### config.mk
export PLATFORM = sky130hd
export DESIGN_NAME = cdseq_top
export DESIGN_NICKNAME = d
export VERILOG_FILES = /design/src/rtl/cdseq_top.v /design/src/rtl/cdseq_tick.v /design/src/rtl/cdseq_samp.v
export VERILOG_INCLUDE_DIRS = /design/src /design/src/rtl
export SDC_FILE = /design/constraint.sdc
export NUM_CORES = 1
export LEC_CHECK = 0
export BUFFER_PORTS_ARGS = -buffer_cell sky130_fd_sc_hd__buf_2
export CAP_MARGIN = 30
export CELL_PAD_IN_SITES_DETAIL_PLACEMENT = 1
export CELL_PAD_IN_SITES_GLOBAL_PLACEMENT = 1
export CORE_MARGIN = 2
export CORE_UTILIZATION = 42
export CTS_BUF_LIST = sky130_fd_sc_hd__clkbuf_16
export CTS_CLUSTER_DIAMETER = 150
export DETAILED_ROUTE_END_ITERATION = 7
export MAX_ROUTING_LAYER = met4
export PLACE_DENSITY_LB_ADDON = 0.1
export SLEW_MARGIN = 15
export SYNTH_ARGS = -nofsm -noshare
export SYNTH_HDL_FRONTEND = slang
export SYNTH_HIERARCHICAL = 1
export SYNTH_SLANG_ARGS = --single-unit
### constraint.sdc
create_clock -name CLK_SYS -period 7.5 [get_ports CLK_SYS]
set_clock_uncertainty 0.1 [all_clocks]
set_input_delay 0.375 -clock CLK_SYS [delete_from_list [all_inputs] [get_ports CLK_SYS]]
set_output_delay 0.375 -clock CLK_SYS [all_outputs]
set_load 0.005 [all_outputs]
### src/rtl/cdseq_map.vh
// Purpose: register offsets, field positions, limits, defaults and timing counts
// Assumes: 32-bit AXI4-Lite register bus, 20 MHz system clock
// Notes:   definitions only
`ifndef CDSEQ_MAP_VH
`define CDSEQ_MAP_VH

// ==
// register byte offsets
`define CDSEQ_CTRL_OFF      8'h00
`define CDSEQ_CMD_OFF       8'h04
`define CDSEQ_ARG_OFF       8'h08
`define CDSEQ_RATE_OFF      8'h0C
`define CDSEQ_STAT_OFF      8'h10
`define CDSEQ_RES_OFF       8'h14
`define CDSEQ_GAIN_OFF      8'h18
`define CDSEQ_OFS_OFF       8'h1C
`define CDSEQ_SRC_OFF       8'h20

// ==
// command codes in CMD[2:0], channel in CMD[5:4]
`define CDSEQ_CMD_ZERO      3'h1
`define CDSEQ_CMD_ZALL      3'h2
`define CDSEQ_CMD_GAIN      3'h3
`define CDSEQ_CMD_OFS       3'h4
`define CDSEQ_CMD_ORAMP     3'h5
`define CDSEQ_CMD_SRC       3'h6
`define CDSEQ_CMD_SRAMP     3'h7

// ==
// error codes in STAT[11:8]
`define CDSEQ_ERR_NONE      4'h0
`define CDSEQ_ERR_NOCAL     4'h1
`define CDSEQ_ERR_BUSY      4'h2
`define CDSEQ_ERR_PARAM     4'h3
`define CDSEQ_ERR_RANGE     4'h4

// ==
// limits and defaults
`define CDSEQ_SAMP_MIN      12'h019
`define CDSEQ_SAMP_MAX      12'hFA0
`define CDSEQ_SAMP_DEF      12'h064
`define CDSEQ_RATE_MIN      23'h000019
`define CDSEQ_RATE_MAX      23'h7FFFFF
`define CDSEQ_RATE_DEF      23'h004E20
`define CDSEQ_ORAMP_MAX     16'h7FFF
`define CDSEQ_SRAMP_MAX     16'h00FF
`define CDSEQ_NRANGE        3'h6
`define CDSEQ_OFS_TOP       8'hFF
`define CDSEQ_SRC_TOP       12'hFFF

// ==
// timing
`define CDSEQ_CLK_HZ        20000000
`define CDSEQ_STEP_US       100
`define CDSEQ_STEP_CYC      ((`CDSEQ_CLK_HZ / 1000000) * `CDSEQ_STEP_US)

`endif

### src/rtl/cdseq_top.v
// Function
// [RULE1] single zero calibrates current range, input shorted
// [RULE2] samples 25..4000, interval bounded, defaults replaceable
// [RULE3] controller enables calibration before zero requests
// [RULE4] controller selects range and filter first
// [RULE5] all-range zero walks ranges, zero means pass
// [RULE6] failure bitmask, bit equals range index
// [RULE7] failed range recorded, sequence continues
// [RULE8] error report names highest failed range
// [RULE9] gain write loads 8-bit code
// [RULE10] gain code scales full-scale output linearly
// [RULE11] stored offset applied at next gain write
// [RULE12] offset ramp steps 0..255 each 100us
// [RULE13] offset ramp count 1..32767, exact ramps
// [RULE14] source level drives calibration bus converter
// [RULE15] source ramp steps 0..4095 each 100us
// [RULE16] source ramp count 1..255, exact ramps
// [RULE17] reset forces source converter to zero
// [RULE18] input relay open until enable or reset
// [RULE19] refuse requests while acquisition running
// [RULE20] calibration disabled rejects gain and zero
// [RULE21] ramp ends holding code, signals done
//
// Purpose: calibration and diagnostic converter sequencer, AXI4-Lite slave
// Assumes: single 20 MHz clock, synchronous active-high reset
// Notes:   converter codes are offset binary; mid-code is 0 V
`timescale 1ns/1ps
`default_nettype none
`include "cdseq_map.vh"

module cdseq_top (
    input  wire        CLK_SYS,        // 20 MHz clock
    input  wire        RST,            // sync reset, active high
    input  wire [7:0]  S_AXI_AWADDR,   // write address
    input  wire        S_AXI_AWVALID,  // write address valid
    output wire        S_AXI_AWREADY,  // write address ready
    input  wire [31:0] S_AXI_WDATA,    // write data
    input  wire [3:0]  S_AXI_WSTRB,    // byte strobes
    input  wire        S_AXI_WVALID,   // write data valid
    output wire        S_AXI_WREADY,   // write data ready
    output reg  [1:0]  S_AXI_BRESP,    // write response
    output reg         S_AXI_BVALID,   // write response valid
    input  wire        S_AXI_BREADY,   // write response ready
    input  wire [7:0]  S_AXI_ARADDR,   // read address
    input  wire        S_AXI_ARVALID,  // read address valid
    output wire        S_AXI_ARREADY,  // read address ready
    output reg  [31:0] S_AXI_RDATA,    // read data
    output reg  [1:0]  S_AXI_RRESP,    // read response
    output reg         S_AXI_RVALID,   // read valid
    input  wire        S_AXI_RREADY,   // read ready
    input  wire        ACQ_ACTIVE,     // acquisition initiated
    input  wire        INPUT_ENABLE,   // input-enable command pulse
    input  wire [2:0]  RANGE_SEL,      // currently selected range
    input  wire        ADC_VALID,      // offset sample valid
    input  wire [15:0] ADC_DATA,       // offset sample
    output reg         SHORT_EN,       // internal short on input
    output reg  [2:0]  CAL_RANGE,      // range forced during calibration
    output reg         CAL_RANGE_OVR,  // range override active
    output reg  [1:0]  CAL_CHAN,       // channel addressed
    output reg  [7:0]  GAIN_CODE,      // gain converter code
    output reg  [7:0]  OFS_CODE,       // offset converter code
    output reg  [3:0]  CONV_LOAD,      // per-channel converter load pulse
    output reg  [11:0] SRC_CODE,       // calibration-source converter code
    output reg         RELAY_CLOSED    // channel input relay closed
);
    // ==
    // states
    localparam [4:0] ST_IDLE = 5'b00001;
    localparam [4:0] ST_ZERO = 5'b00010;
    localparam [4:0] ST_WAIT = 5'b00100;
    localparam [4:0] ST_ORMP = 5'b01000;
    localparam [4:0] ST_SRMP = 5'b10000;

    reg [4:0]  st_q;
    reg        cal_en_q;
    reg [31:0] arg_q;
    reg [22:0] rate_q;
    reg [15:0] limit_q;
    reg [3:0]  err_q;
    reg [2:0]  err_rng_q;
    reg [5:0]  fail_q;
    reg        all_q;
    reg [2:0]  rng_q;
    reg [15:0] left_q;
    reg        done_q;
    reg [7:0]  ofs_hold_q;
    reg        cmd_go;
    reg [5:0]  cmd_q;
    reg        aw_q, w_q;
    reg [7:0]  awaddr_q;
    reg [31:0] wdata_q;
    reg [3:0]  wstrb_q;

    wire       busy = (st_q != ST_IDLE);
    wire       tick;
    wire       samp_done;
    wire       samp_fail;
    reg        samp_start;
    wire [11:0] samp_n = (arg_q[11:0] == 12'h000) ? `CDSEQ_SAMP_DEF : arg_q[11:0];
    wire [22:0] rate_n = (rate_q == 23'h000000) ? `CDSEQ_RATE_DEF : rate_q;
    wire [31:0] ctrl_m;
    wire [31:0] rate_m;

    // merge byte strobes into an old word
    function [31:0] merge;
        input [31:0] old;
        input [31:0] nw;
        input [3:0]  be;
        integer i;
        begin
            merge = old;
            for (i = 0; i < 4; i = i + 1) begin
                if (be[i]) merge[i*8 +: 8] = nw[i*8 +: 8];
            end
        end
    endfunction

    assign ctrl_m = merge({limit_q, 16'h0000}, wdata_q, wstrb_q);
    assign rate_m = merge({9'h000, rate_q}, wdata_q, wstrb_q);

    // ==
    // submodules
    cdseq_tick u_tick (
        .clk  (CLK_SYS),
        .rst  (RST),
        .run  (st_q == ST_ORMP || st_q == ST_SRMP),
        .tick (tick)
    );

    cdseq_samp u_samp (
        .clk     (CLK_SYS),
        .rst     (RST),
        .start   (samp_start),
        .samples (samp_n),
        .rate    (rate_n),
        .adc_vld (ADC_VALID),
        .adc_dat (ADC_DATA),
        .limit   (limit_q),
        .done    (samp_done),
        .fail    (samp_fail)
    );

    // ==
    // AXI write: latch address and data in any order, respond once both held
    assign S_AXI_AWREADY = !aw_q && !S_AXI_BVALID;
    assign S_AXI_WREADY  = !w_q && !S_AXI_BVALID;
    assign S_AXI_ARREADY = !S_AXI_RVALID;
    wire   wr_fire = aw_q && w_q && !S_AXI_BVALID;

    always @(posedge CLK_SYS) begin
        cmd_go <= 1'b0;
        if (RST) begin
            aw_q <= 1'b0;
            w_q <= 1'b0;
            awaddr_q <= 8'h00;
            wdata_q <= 32'h00000000;
            wstrb_q <= 4'h0;
            S_AXI_BVALID <= 1'b0;
            S_AXI_BRESP <= 2'h0;
            cal_en_q <= 1'b0;
            arg_q <= 32'h00000000;
            rate_q <= 23'h000000;
            limit_q <= 16'h0040;
            cmd_q <= 6'h00;
        end else begin
            if (S_AXI_AWVALID && S_AXI_AWREADY) begin
                aw_q <= 1'b1;
                awaddr_q <= S_AXI_AWADDR;
            end
            if (S_AXI_WVALID && S_AXI_WREADY) begin
                w_q <= 1'b1;
                wdata_q <= S_AXI_WDATA;
                wstrb_q <= S_AXI_WSTRB;
            end
            if (S_AXI_BVALID && S_AXI_BREADY) S_AXI_BVALID <= 1'b0;
            if (wr_fire) begin
                aw_q <= 1'b0;
                w_q <= 1'b0;
                S_AXI_BVALID <= 1'b1;
                S_AXI_BRESP <= 2'h0;
                case (awaddr_q)
                    `CDSEQ_CTRL_OFF: begin
                        cal_en_q <= wstrb_q[0] ? wdata_q[0] : cal_en_q;
                        limit_q <= ctrl_m[31:16];
                    end
                    `CDSEQ_ARG_OFF:  arg_q <= merge(arg_q, wdata_q, wstrb_q);
                    `CDSEQ_RATE_OFF: rate_q <= rate_m[22:0];
                    `CDSEQ_CMD_OFF: begin
                        cmd_q <= wdata_q[5:0];
                        cmd_go <= 1'b1;
                    end
                    `CDSEQ_STAT_OFF, `CDSEQ_RES_OFF, `CDSEQ_GAIN_OFF,
                    `CDSEQ_OFS_OFF, `CDSEQ_SRC_OFF: S_AXI_BRESP <= 2'h0;
                    default: S_AXI_BRESP <= 2'h2;
                endcase
            end
        end
    end

    // ==
    // AXI read: one-cycle answer from registered data
    always @(posedge CLK_SYS) begin
        if (RST) begin
            S_AXI_RVALID <= 1'b0;
            S_AXI_RDATA <= 32'h00000000;
            S_AXI_RRESP <= 2'h0;
        end else if (S_AXI_ARVALID && S_AXI_ARREADY) begin
            S_AXI_RVALID <= 1'b1;
            S_AXI_RRESP <= 2'h0;
            case (S_AXI_ARADDR)
                `CDSEQ_CTRL_OFF: S_AXI_RDATA <= {limit_q, 15'h0000, cal_en_q};
                `CDSEQ_CMD_OFF:  S_AXI_RDATA <= {26'h0000000, cmd_q};
                `CDSEQ_ARG_OFF:  S_AXI_RDATA <= arg_q;
                `CDSEQ_RATE_OFF: S_AXI_RDATA <= {9'h000, rate_q};
                `CDSEQ_STAT_OFF: S_AXI_RDATA <= {17'h00000, err_rng_q, err_q, 6'h00, done_q, busy};
                `CDSEQ_RES_OFF:  S_AXI_RDATA <= {26'h0000000, fail_q}; // RULE6
                `CDSEQ_GAIN_OFF: S_AXI_RDATA <= {24'h000000, GAIN_CODE};
                `CDSEQ_OFS_OFF:  S_AXI_RDATA <= {24'h000000, OFS_CODE};
                `CDSEQ_SRC_OFF:  S_AXI_RDATA <= {20'h00000, SRC_CODE};
                default: begin
                    S_AXI_RDATA <= 32'h00000000;
                    S_AXI_RRESP <= 2'h2;
                end
            endcase
        end else if (S_AXI_RVALID && S_AXI_RREADY) begin
            S_AXI_RVALID <= 1'b0;
        end
    end

    // ==
    // command sequencer
    wire [2:0] op = cmd_q[2:0];
    wire [1:0] ch = cmd_q[5:4];
    wire is_cal = (op == `CDSEQ_CMD_ZERO) || (op == `CDSEQ_CMD_ZALL);
    wire samp_bad = (samp_n < `CDSEQ_SAMP_MIN) || (samp_n > `CDSEQ_SAMP_MAX) ||
                    (rate_n < `CDSEQ_RATE_MIN);
    wire oramp_bad = (arg_q[15:0] == 16'h0000) || (arg_q[15:0] > `CDSEQ_ORAMP_MAX);
    wire sramp_bad = (arg_q[15:0] == 16'h0000) || (arg_q[15:0] > `CDSEQ_SRAMP_MAX);

    always @(posedge CLK_SYS) begin
        samp_start <= 1'b0;
        CONV_LOAD <= 4'h0;
        if (RST) begin
            st_q <= ST_IDLE;
            err_q <= `CDSEQ_ERR_NONE;
            err_rng_q <= 3'h0;
            fail_q <= 6'h00;
            all_q <= 1'b0;
            rng_q <= 3'h0;
            left_q <= 16'h0000;
            done_q <= 1'b0;
            ofs_hold_q <= 8'h80;
            SHORT_EN <= 1'b0;
            CAL_RANGE <= 3'h0;
            CAL_RANGE_OVR <= 1'b0;
            CAL_CHAN <= 2'h0;
            GAIN_CODE <= 8'h00;
            OFS_CODE <= 8'h80;
            SRC_CODE <= 12'h800;      // RULE17
            RELAY_CLOSED <= 1'b1;     // RULE18
        end else begin
            if (INPUT_ENABLE) RELAY_CLOSED <= 1'b1; // RULE18
            case (st_q)
                ST_IDLE: if (cmd_go) begin
                    done_q <= 1'b0;
                    err_q <= `CDSEQ_ERR_NONE;
                    CAL_CHAN <= ch;
                    if (busy || ACQ_ACTIVE) begin
                        err_q <= `CDSEQ_ERR_BUSY;            // RULE19
                    end else if ((is_cal || op == `CDSEQ_CMD_GAIN) && !cal_en_q) begin
                        err_q <= `CDSEQ_ERR_NOCAL;           // RULE3 RULE20
                    end else if (is_cal && samp_bad) begin
                        err_q <= `CDSEQ_ERR_PARAM;           // RULE2
                    end else if (is_cal) begin
                        all_q <= (op == `CDSEQ_CMD_ZALL);    // RULE5
                        fail_q <= 6'h00;
                        rng_q <= (op == `CDSEQ_CMD_ZALL) ? 3'h0 : RANGE_SEL; // RULE1
                        CAL_RANGE <= (op == `CDSEQ_CMD_ZALL) ? 3'h0 : RANGE_SEL;
                        CAL_RANGE_OVR <= 1'b1;
                        SHORT_EN <= 1'b1;                    // RULE1
                        st_q <= ST_ZERO;
                    end else if (op == `CDSEQ_CMD_GAIN) begin
                        GAIN_CODE <= arg_q[7:0];             // RULE9 RULE10
                        OFS_CODE <= ofs_hold_q;              // RULE11
                        CONV_LOAD[ch] <= 1'b1;
                        done_q <= 1'b1;
                    end else if (op == `CDSEQ_CMD_OFS) begin
                        ofs_hold_q <= arg_q[7:0];            // RULE11
                        done_q <= 1'b1;
                    end else if (op == `CDSEQ_CMD_ORAMP) begin
                        if (oramp_bad) err_q <= `CDSEQ_ERR_PARAM; // RULE13
                        else begin
                            left_q <= arg_q[15:0];
                            OFS_CODE <= 8'h00;
                            CONV_LOAD[ch] <= 1'b1;
                            st_q <= ST_ORMP;
                        end
                    end else if (op == `CDSEQ_CMD_SRC) begin
                        SRC_CODE <= arg_q[11:0];             // RULE14
                        RELAY_CLOSED <= 1'b0;                // RULE18
                        done_q <= 1'b1;
                    end else if (op == `CDSEQ_CMD_SRAMP) begin
                        if (sramp_bad) err_q <= `CDSEQ_ERR_PARAM; // RULE16
                        else begin
                            left_q <= arg_q[15:0];
                            SRC_CODE <= 12'h000;
                            RELAY_CLOSED <= 1'b0;
                            st_q <= ST_SRMP;
                        end
                    end else begin
                        err_q <= `CDSEQ_ERR_PARAM;
                    end
                end
                ST_ZERO: begin
                    samp_start <= 1'b1;
                    st_q <= ST_WAIT;
                end
                ST_WAIT: if (samp_done) begin
                    if (samp_fail) begin
                        fail_q[rng_q] <= 1'b1;               // RULE6 RULE7
                        err_q <= `CDSEQ_ERR_RANGE;
                        err_rng_q <= rng_q;                  // RULE8
                    end
                    if (all_q && rng_q != `CDSEQ_NRANGE - 3'h1) begin
                        rng_q <= rng_q + 3'h1;               // RULE5 RULE7
                        CAL_RANGE <= rng_q + 3'h1;
                        st_q <= ST_ZERO;
                    end else begin
                        SHORT_EN <= 1'b0;
                        CAL_RANGE_OVR <= 1'b0;
                        done_q <= 1'b1;
                        st_q <= ST_IDLE;
                    end
                end
                ST_ORMP: if (tick) begin
                    CONV_LOAD[CAL_CHAN] <= 1'b1;
                    if (OFS_CODE != `CDSEQ_OFS_TOP) begin
                        OFS_CODE <= OFS_CODE + 8'h01;        // RULE12
                    end else if (left_q == 16'h0001) begin
                        done_q <= 1'b1;                      // RULE21
                        st_q <= ST_IDLE;
                    end else begin
                        left_q <= left_q - 16'h0001;         // RULE13
                        OFS_CODE <= 8'h00;
                    end
                end
                ST_SRMP: if (tick) begin
                    if (SRC_CODE != `CDSEQ_SRC_TOP) begin
                        SRC_CODE <= SRC_CODE + 12'h001;      // RULE15
                    end else if (left_q == 16'h0001) begin
                        done_q <= 1'b1;                      // RULE21
                        st_q <= ST_IDLE;
                    end else begin
                        left_q <= left_q - 16'h0001;         // RULE16
                        SRC_CODE <= 12'h000;
                    end
                end
                default: st_q <= ST_IDLE;
            endcase
        end
    end
endmodule
`default_nettype wire

### src/rtl/cdseq_tick.v
// Purpose: step-rate divider for converter ramps
// Assumes: synchronous active-high reset
// Notes:   pulses one cycle every STEP cycles while running
`timescale 1ns/1ps
`default_nettype none
`include "cdseq_map.vh"

module cdseq_tick #(
    parameter STEP = `CDSEQ_STEP_CYC
) (
    input  wire        clk,     // system clock
    input  wire        rst,     // sync reset
    input  wire        run,     // count enable
    output reg         tick     // one-cycle step enable
);
    reg [12:0] cnt_q;

    // ==
    // divider: cleared while idle so the first step is a whole period away
    always @(posedge clk) begin
        if (rst || !run) begin
            cnt_q <= 13'h0000;
            tick  <= 1'b0;
        end else if (cnt_q == STEP[12:0] - 13'h0001) begin
            cnt_q <= 13'h0000;
            tick  <= 1'b1;
        end else begin
            cnt_q <= cnt_q + 13'h0001;
            tick  <= 1'b0;
        end
    end
endmodule
`default_nettype wire

### src/rtl/cdseq_samp.v
// Purpose: zero-calibration sample averager for one range
// Assumes: ADC offset sample arrives with a valid strobe
// Notes:   declares a range failed if the mean offset leaves the window
`timescale 1ns/1ps
`default_nettype none
`include "cdseq_map.vh"

module cdseq_samp (
    input  wire        clk,     // system clock
    input  wire        rst,     // sync reset
    input  wire        start,   // begin one range
    input  wire [11:0] samples, // sample count
    input  wire [22:0] rate,    // cycles between samples
    input  wire        adc_vld, // sample valid
    input  wire [15:0] adc_dat, // signed sample under short
    input  wire [15:0] limit,   // tolerated |sum/samples| proxy
    output reg         done,    // one-cycle finish pulse
    output reg         fail     // result with done
);
    reg [22:0] gap_q;
    reg [11:0] left_q;
    reg [27:0] sum_q;
    reg        busy_q;
    wire [27:0] sx = {{12{adc_dat[15]}}, adc_dat};
    wire [27:0] nsum = sum_q + sx;

    // ==
    // take one sample per rate period; mean compared as |sum| <= limit*samples
    always @(posedge clk) begin
        done <= 1'b0;
        if (rst) begin
            busy_q <= 1'b0;
            gap_q  <= 23'h000000;
            left_q <= 12'h000;
            sum_q  <= 28'h0000000;
            fail   <= 1'b0;
        end else if (start) begin
            busy_q <= 1'b1;
            left_q <= samples;
            gap_q  <= 23'h000000;
            sum_q  <= 28'h0000000;
        end else if (busy_q) begin
            if (gap_q != 23'h000000) begin
                gap_q <= gap_q - 23'h000001;
            end else if (adc_vld) begin
                sum_q  <= sum_q + sx;
                gap_q  <= rate;
                left_q <= left_q - 12'h001;
                if (left_q == 12'h001) begin
                    busy_q <= 1'b0;
                    done   <= 1'b1;
                    fail   <= (nsum[27] ? (28'h0000000 - nsum) : nsum)
                              > ({12'h000, limit} * {16'h0000, samples});
                end
            end
        end
    end
endmodule
`default_nettype wire

==> flow_metrics.tcl, run 1 <==
set metrics [dict create \
    synth-async-reset-ratio_pct 0 \
    worst_setup_path_end_kind "flop" \
    cts_buffer_depth 3 \
    portBuffers 159 \
    synth_top_area_share_pct 27.3 \
    cellPowerDensity_nw_per_um2 151 \
    postSynthCellCount 2955 \
    placedCellCount 3764 \
    synth_common_cells "nand2_1 (431), dfxtp_1 (324), nor2_1 (310), a21oi_1 (232), inv_1 (232)" \
    wire_per_inst_um 21.9 \
    antenna_found_initial 0 \
    placed_cell_area_sq_um 25400 \
    fin_area_sq_um 27700 \
    htree_levels 2 \
    outcome "completed" \
    rows 87 \
    viasPerCell 5.69 \
    io_pins 162 \
    synth.avg_cell_area_sq_um 8.05 \
    cpPeakStageDelay_ns 0.55 \
    die_w_um 242 \
    finalNonFillerCells 3894 \
    die_area_sq_um 58600 \
    arrival_ns 7.74 \
    period_needed_ns 7.35 \
    synthTopCellsByArea "dfxtp_1 (27%), fa_1 (12%), ha_1 (6.9%), nand2_1 (6.8%), nor2_1 (4.9%)" \
    coreArea_sq_um 56200 \
    fmax_mhz 136 \
    track_usage_pct 29.4 \
    worst-path-buf-inv 5 \
    synth_seq_cells 324 \
    cts-root-buf "clkbuf_16" \
    fin_util_pct 49.3 \
    synth-edff-count 0 \
    hpwlAfterDp_um 62900 \
    synth.distinct_cells 102 \
    syn_to_final_growth_pct 16.3 \
    grt_pass1_wl_um 133000 \
    ir_drop_mv 0.155 \
    yosys.area.top_type "dfxtp_1" \
    grt_overflow_total 0 \
    yosysMostFrequentCell "nand2_1" \
    hold_viol 0 \
    grt_pass1_vias 23325 \
    critical_path.top_delay_family "adder cells" \
    grt_max_degree 96 \
    start_util_pct 42.4 \
    n_antenna_cell 0 \
    path_class "flop to flop" \
    min-delay-path-class "primary input to flop" \
    synth_area_sq_um 23800 \
    gp_congestion 0.904 \
    required_ns 7.90 \
    clock_latency_ns 0.59 \
    seq_area_frac_synth_pct 27.3 \
    crit_slowest_cell "fa_1" \
    cp_common_cell "fa_1" \
    vias 22151 \
    start_kind "flop" \
    p_leak_uw 0.0122 \
    holdWs_ns 0.0416 \
    routed_wirelength_um 85400 \
    cts_tree "built" \
    fin_crit_sh_pct 98.0 \
    drive_gt1_share_pct 13.7 \
    tns_ns 0 \
    drv_slew 0 \
    crit_path_max_fanout 7 \
    ys.flop_type "dfxtp_1" \
    die_h_um 242 \
    firstDrtPassIters 5 \
    yosys_warnings 6 \
    cts.sinks 324 \
    setup-violations-final 0 \
    antenna_left 0 \
    detail_route.iter0.violations 1142 \
    tightest_slew_ns 0.966 \
    cts_made_buffers 41 \
    nets 3461 \
    drc_errors 0 \
    clk_pin_slew_worst_paths_ns 0.06 \
    relSlewSlack_pct 35.5 \
    drv_cap 0 \
]
[cell families after synthesis]
logic type,after synthesis,share of synthesized area [%]
simple gates,1151,22.9
compound gates,583,15.7
buf+inv,409,6.69
flops,324,27.3
fa+ha+maj,273,18.8
mux,124,5.29
xor+xnor,90,3.31
other cells,1,0.0158
[per-layer routing]
layer,up-vias,track usage (%),wire [um]
li1,10376,-,-
met4,0,11.7,3630
met3,166,3.42,3300
met5,-,-,0
met2,494,51.1,42600
met1,11115,34.7,35900
[timing repair]
item | 4_1_cts | 5_1_grt
resized for setup | 9 | 61
hold buffers | 44 | 0
pin swaps | 2 | 43
endpoints found under the hold margin | 43 | 0
buffers inserted | 1 | 10
setup endpoints to repair | 1 | 1
[metrics by stage]
stage / total power [uW] / worst slack, ns
after floorplan: 2000 / 0.0450
after global placement: 2120 / 0.0100
after detailed placement: 2130 / -0.214
after CTS: 4220 / 0.0127
after global routing: 4340 / -0.0843
final: 4190 / 0.153
[sequential cells by signal, summed over array words and instances (netlist names), 4 cells and up]
name	flops
CONV_LOAD	4
GAIN_CODE	8
OFS_CODE	8
SRC_CODE	12
S_AXI_RDATA	32
arg_q	32
awaddr_q	8
cmd_q	6
fail_q	6
left_q	16
limit_q	16
ofs_hold_q	8
rate_q	23
st_q	5
u_samp/gap_q	23
u_samp/left_q	12
u_samp/sum_q	28
u_tick/cnt_q	13
wdata_q	32
wstrb_q	4
[tightest hold or removal path: stages]
cell and delay (ns):
buf_2 0.10, nand2_1 0.10, a21oi_1 0.08
[final cells by class]
class	instances	area (sq um)
fill	6843	28500
multi-input combinational	2223	16100
sequential	324	6490
timing repair buffer	283	1900
clock buffer	41	1030
tap	756	946
inverter	234	878
clock inverter	33	357
[cell usage in the layout, fill, tap and decap left out, drive strengths merged, types with 58 or more instances in the layout]
cell and instances:
nand2 431, dfxtp 324, nor2 315, inv 240, buf 237, a21oi 233
fa 141, ha 132, mux2i 110, o21ai 102, nor3 86, and2 75
nand3 59, xnor2 58
[report_power, final]
part           switching (uW)  leakage [uW]  internal (uW)  total [uW]
Clock                     851      0.000701           1210        2060
Combinational             214       0.00884            130         344
Sequential               29.9       0.00262           1750        1780
Total                    1090        0.0122           3090        4190
[path summary, 6_finish.rpt]
check / from / to / slack [ns] / cells after the start
setup / recovery: arg_q[5]$_SDFFE_PP0P_ / u_samp/fail$_SDFFE_PP0P_ / 0.15 / 33
hold / removal: S_AXI_WDATA[21] / wdata_q[21]$_SDFFE_PP0P_ / 0.04 / 3
setup reg to reg: arg_q[5]$_SDFFE_PP0P_ / u_samp/fail$_SDFFE_PP0P_ / 0.15 / 33
hold reg to reg: awaddr_q[1]$_SDFFE_PP0P_ / awaddr_q[1]$_SDFFE_PP0P_ / 0.36 / 2
Note: power is estimated with default switching activity, not from simulation.
==> run 2, diff against run 1 <==
Settings changed: PLACE_DENSITY_LB_ADDON 0.1 to 0.15, SKIP_CTS_REPAIR_TIMING set to 1, SLEW_MARGIN 15 to 20.
==> run 2 against run 1 <==
Clock power is 2% lower. Final cell count about the same. Global-route usage shrank 0.81 points. Cell area up 0.19%. First-iteration DRC count rose by 8.5%. Critical endpoint unchanged. Highest routed layer unchanged.
==> flow_metrics.tcl, run 2 (synthesized netlist as in run 1, its figures left out) <==
set metrics [dict create \
    crit_path_max_fanout 8 \
    die_area_sq_um 58600 \
    ir_drop_mv 0.162 \
    min-delay-path-class "primary input to flop" \
    die_w_um 242 \
    detail_route.iter0.violations 1239 \
    grt.busiest_layer "met2" \
    hpwlAfterDp_um 62100 \
    grt_overflow_total 0 \
    fmax_mhz 138 \
    setup-violations-final 0 \
    drc_errors 0 \
    clk_pin_slew_worst_paths_ns 0.06 \
    coreArea_sq_um 56200 \
    seqCellArea_sq_um 6490 \
    drv_slew 0 \
    cp_common_cell "inv_1" \
    viasPerCell 5.68 \
    worst_setup_path_end_kind "flop" \
    vias 22107 \
    antenna_found_initial 0 \
    drv_cap 0 \
    grt_use_met3_pct 2.91 \
    clock_latency_ns 0.58 \
    wire_per_inst_um 21.7 \
    path_class "flop to flop" \
    htree_levels 2 \
    required_ns 7.82 \
    grt_max_degree 92 \
    cts_made_buffers 40 \
    routed_wirelength_um 84300 \
    tightest_slew_ns 0.989 \
    critical_path.top_delay_family "adder cells" \
    track_usage_pct 28.6 \
    relSlewSlack_pct 34.1 \
    hold_viol 0 \
    fin_crit_sh_pct 96.9 \
    firstDrtPassIters 6 \
    start_kind "flop" \
    io_pins 162 \
    p_leak_uw 0.0122 \
    fin_area_sq_um 27700 \
    grt_pass1_vias 23076 \
    gp_congestion 0.885 \
    fillers 6836 \
    cts.sinks 324 \
    tns_ns 0 \
    period_needed_ns 7.27 \
    grt_use_met1_pct 34.0 \
    syn_to_final_growth_pct 16.6 \
    holdWs_ns 0.00775 \
    cellPowerDensity_nw_per_um2 149 \
    n_antenna_cell 0 \
    cts_buffer_depth 3 \
    placed_cell_area_sq_um 25400 \
    largestRegisters "S_AXI_RDATA: 32 flops, arg_q: 32 flops, wdata_q: 32 flops" \
    cts-root-buf "clkbuf_16" \
    outcome "completed" \
    cts_tree "built" \
    antenna_left 0 \
    drive_gt1_share_pct 14.0 \
    crit_slowest_cell "fa_2" \
    start_util_pct 42.4 \
    mostFrequentLayoutCell "nand2_1" \
    met2_usage_pct 49.6 \
    portBuffers 159 \
    die_h_um 242 \
    fin_util_pct 49.4 \
    arrival_ns 7.59 \
    cpPeakStageDelay_ns 0.59 \
    nets 3461 \
    worst-path-buf-inv 8 \
    rows 87 \
    grt_pass1_wl_um 130000 \
    final_cell_mix "nand2_1 (426), dfxtp_1 (322), nor2_1 (307)" \
    multi_input_area_sq_um 16200 \
]
run 2: layout make-up:
type | count | share of cell area [%]
Clock inverter | 31 | 1.14
Sequential cell | 324 | 23.4
Clock buffer | 41 | 3.70
Tap cell | 756 | 3.41
Timing Repair Buffer | 283 | 6.90
Inverter | 234 | 3.17
Multi-Input combinational cell | 2224 | 58.3
run 2: path summary, 6_finish.rpt:
kind                                                     from                       endpoint  slack (ns)  cells past startpoint
worst max-delay path                    arg_q[2]$_SDFFE_PP0P_       u_samp/fail$_SDFFE_PP0P_        0.23                     36
worst min-delay path                             S_AXI_BREADY      S_AXI_BVALID$_SDFFE_PP0P_       0.008                      4
worst max register to register          arg_q[2]$_SDFFE_PP0P_       u_samp/fail$_SDFFE_PP0P_        0.23                     36
worst min register to register  u_samp/sum_q[17]$_SDFFE_PP0P_  u_samp/sum_q[17]$_SDFFE_PP0P_        0.36                      2
run 2: where the power goes:
part | internal [uW] | switching [uW]
registers | 1750 | 28.8
logic | 131 | 211
clock network | 1200 | 816
total | 3080 | 1060
run 2: per-stage QoR:
step                worst slack (ns)  instances  total power (uW)
global placement            -0.00849       3762              2120
CTS                           -0.331       3837              4150
finish                         0.233       3893              4130
detailed placement            -0.212       3765              2130
floorplan                     0.0450       2956              2000
global route                  -0.143       3893              4270
run 2: routing by layer:
layer,routed length (um),part of all wire (%)
met4,3670,4.4
met2,41800,50
met5,0,0
met3,3010,3.6
met1,35800,42
run 2: tightest hold or removal path, cell delays in order:
cell and delay [ns]:
buf_2 0.10, inv_1 0.04, a21oi_1 0.05, nor2_1 0.08
==> run 3, diff against run 2 <==
Settings changed: CORE_ASPECT_RATIO set to 0.7, SYNTH_HIERARCHICAL 1 to not set.
==> run 3 against run 2 <==
The run now ends with negative hold slack, negative setup slack left. Sequential cell count unchanged. Routed wire length down 0.83%. Die area down 3.2%. Sequential share of layout area up 0.83 points. Hold slack worse by 0.038 ns. Core utilization up 0.30 points. Global-route usage up 0.99 points. Clock power down 11%. Via count down 0.14%. Critical path type unchanged. Largest power group is now registers. Highest routed layer unchanged.
==> flow_metrics.tcl, run 3 <==
set metrics [dict create \
    fin_crit_sh_pct 103 \
    grt_overflow_total 0 \
    rows 71 \
    synth_area_sq_um 23000 \
    detailedPlace.worstSlack_ns -0.447 \
    grt_max_degree 107 \
    die_h_um 200 \
    synth_common_cells "nand2_1 (446), nor2_1 (340), dfxtp_1 (324), a21oi_1 (263), inv_1 (232)" \
    ir_drop_mv 0.195 \
    fillers 6595 \
    cts-root-buf "clkbuf_16" \
    seq_area_frac_synth_pct 28.2 \
    synth.avg_cell_area_sq_um 7.90 \
    firstDrtPassIters 6 \
    p_leak_uw 0.0115 \
    antenna_left 0 \
    grt_pass1_vias 22197 \
    vias 22076 \
    syn_to_final_growth_pct 16.5 \
    arrival_ns 8.11 \
    die_w_um 284 \
    gp_congestion 0.939 \
    wire_per_inst_um 21.7 \
    synth_seq_cells 324 \
    cts_made_buffers 36 \
    drv_cap 0 \
    drv_slew 0 \
    tns_ns -0.258 \
    synth-edff-count 0 \
    io_pins 162 \
    portBuffers 159 \
    antenna_found_initial 1 \
    largestRegisters "S_AXI_RDATA: 32 flops, arg_q: 32 flops, wdata_q: 32 flops" \
    yosys.area.top_type "dfxtp_1" \
    violations "negative hold slack, negative setup slack" \
    setup-violations-final 1 \
    finalWorstSetupSlack_ns -0.258 \
    crit_slowest_cell "fa_2" \
    mostFrequentLayoutCell "nand2_1" \
    tightest_slew_ns 0.923 \
    cpPeakStageDelay_ns 0.57 \
    hold_viol 3 \
    synth.distinct_cells 77 \
    period_needed_ns 7.76 \
    holdWs_ns -0.0303 \
    yosysMostFrequentCell "nand2_1" \
    fmax_mhz 129 \
    cts.sinks 324 \
    htree_levels 2 \
    drive_gt1_share_pct 12.7 \
    synth-async-reset-ratio_pct 0 \
    min-delay-path-class "primary input to flop" \
    placed_cell_area_sq_um 25000 \
    drc_errors 0 \
    fin_area_sq_um 26800 \
    multi_input_area_sq_um 15400 \
    coreArea_sq_um 53900 \
    seqCellArea_sq_um 6490 \
    track_usage_pct 29.6 \
    start_kind "flop" \
    worst_setup_path_end_kind "flop" \
    grt_pass1_wl_um 129000 \
    synthTopCellsByArea "dfxtp_1 (28%), fa_1 (12%), nand2_1 (7.3%), ha_1 (7.2%), a21oi_1 (5.7%)" \
    final_cell_mix "nand2_1 (440), nor2_1 (336), dfxtp_1 (322)" \
    cellPowerDensity_nw_per_um2 157 \
    finalNonFillerCells 3859 \
    detail_route.iter0.violations 1674 \
    ys.flop_type "dfxtp_1" \
    placedCellCount 3745 \
    synth_top_area_share_pct 28.2 \
    nets 3454 \
    cts_buffer_depth 3 \
    clock_latency_ns 0.57 \
    yosys_warnings 0 \
    start_util_pct 42.6 \
    cp_common_cell "fa_1" \
    rsz0062_at_grt "true" \
    postSynthCellCount 2912 \
    routed_wirelength_um 83600 \
    cts_tree "built" \
    outcome "finished with violations" \
    viasPerCell 5.72 \
    crit_path_max_fanout 5 \
    finalPower_uw 4200 \
    die_area_sq_um 56700 \
    relSlewSlack_pct 38.5 \
    clk_pin_slew_worst_paths_ns 0.07 \
    path_class "flop to flop" \
    hpwlAfterDp_um 62500 \
    required_ns 7.85 \
]
## run 3: logic make-up after synthesis
kind of cell | count (synthesis) | synth area share (%)
adders and majority gates | 274 | 19.5
other | 1 | 0.0163
and+or+nand+nor | 1160 | 22.8
muxes | 64 | 2.79
xor gates and xnor gates | 100 | 3.84
buffers and inverters | 384 | 6.32
DFF | 324 | 28.2
AOI/OAI and AO/OA | 605 | 16.5
## run 3: per-stage QoR
step / utilization, % / hold slack, ns
floorplan: - / 0.326
global placement: 46.3 / 0.338
detailed placement: 46.4 / 0.347
CTS: 48.5 / -0.126
global route: 49.7 / 0.00266
finish: 49.7 / -0.0303
## run 3: final timing paths
| kind | startpoint | endpoint | slack, ns | cells after the start |
|---|---|---|---|---|
| max | arg_q[8]$_SDFFE_PP0P_ | u_samp.fail$_SDFFE_PP0P_ | -0.26 | 30 |
| min | S_AXI_WDATA[22] | wdata_q[22]$_SDFFE_PP0P_ | -0.03 | 3 |
| max reg2reg | arg_q[8]$_SDFFE_PP0P_ | u_samp.fail$_SDFFE_PP0P_ | -0.26 | 30 |
| min reg2reg | arg_q[17]$_SDFFE_PP0P_ | arg_q[17]$_SDFFE_PP0P_ | 0.35 | 2 |
## run 3: layout make-up
| type | count | area share [%] |
|---|---|---|
| well taps | 730 | 3.41 |
| inverters | 232 | 3.25 |
| clock inverters | 29 | 0.902 |
| diodes | 2 | 0.0187 |
| flip-flops and latches | 324 | 24.2 |
| clock buffers | 36 | 3.36 |
| multi-input cells | 2207 | 57.4 |
| repair buffers | 299 | 7.40 |
## run 3: report_power, final
group,switching [uW],internal [uW],leakage (uW)
clock,805,988,0.000577
combinational,390,206,0.00835
sequential,55.5,1760,0.00262
total,1250,2950,0.0115
## run 3: worst max-delay path, delay by kind of cell, from the launching register on
family	cells	cell delay, ns
buffers and inverters	4	0.36
AOI/OAI and AO/OA	10	1.65
adders and majority gates	7	2.95
xor gates and xnor gates	1	0.17
DFF	1	0.32
and+or+nand+nor	8	2.09
## run 3: per-layer routing
| layer | wire length, um | GRT usage, % | share of wire [%] |
|---|---|---|---|
| met3 | 7040 | 7.57 | 8.4 |
| met2 | 35300 | 42.3 | 42 |
| met4 | 947 | 4.47 | 1.1 |
| met5 | 0 | - | 0 |
| met1 | 40300 | 42.6 | 48 |
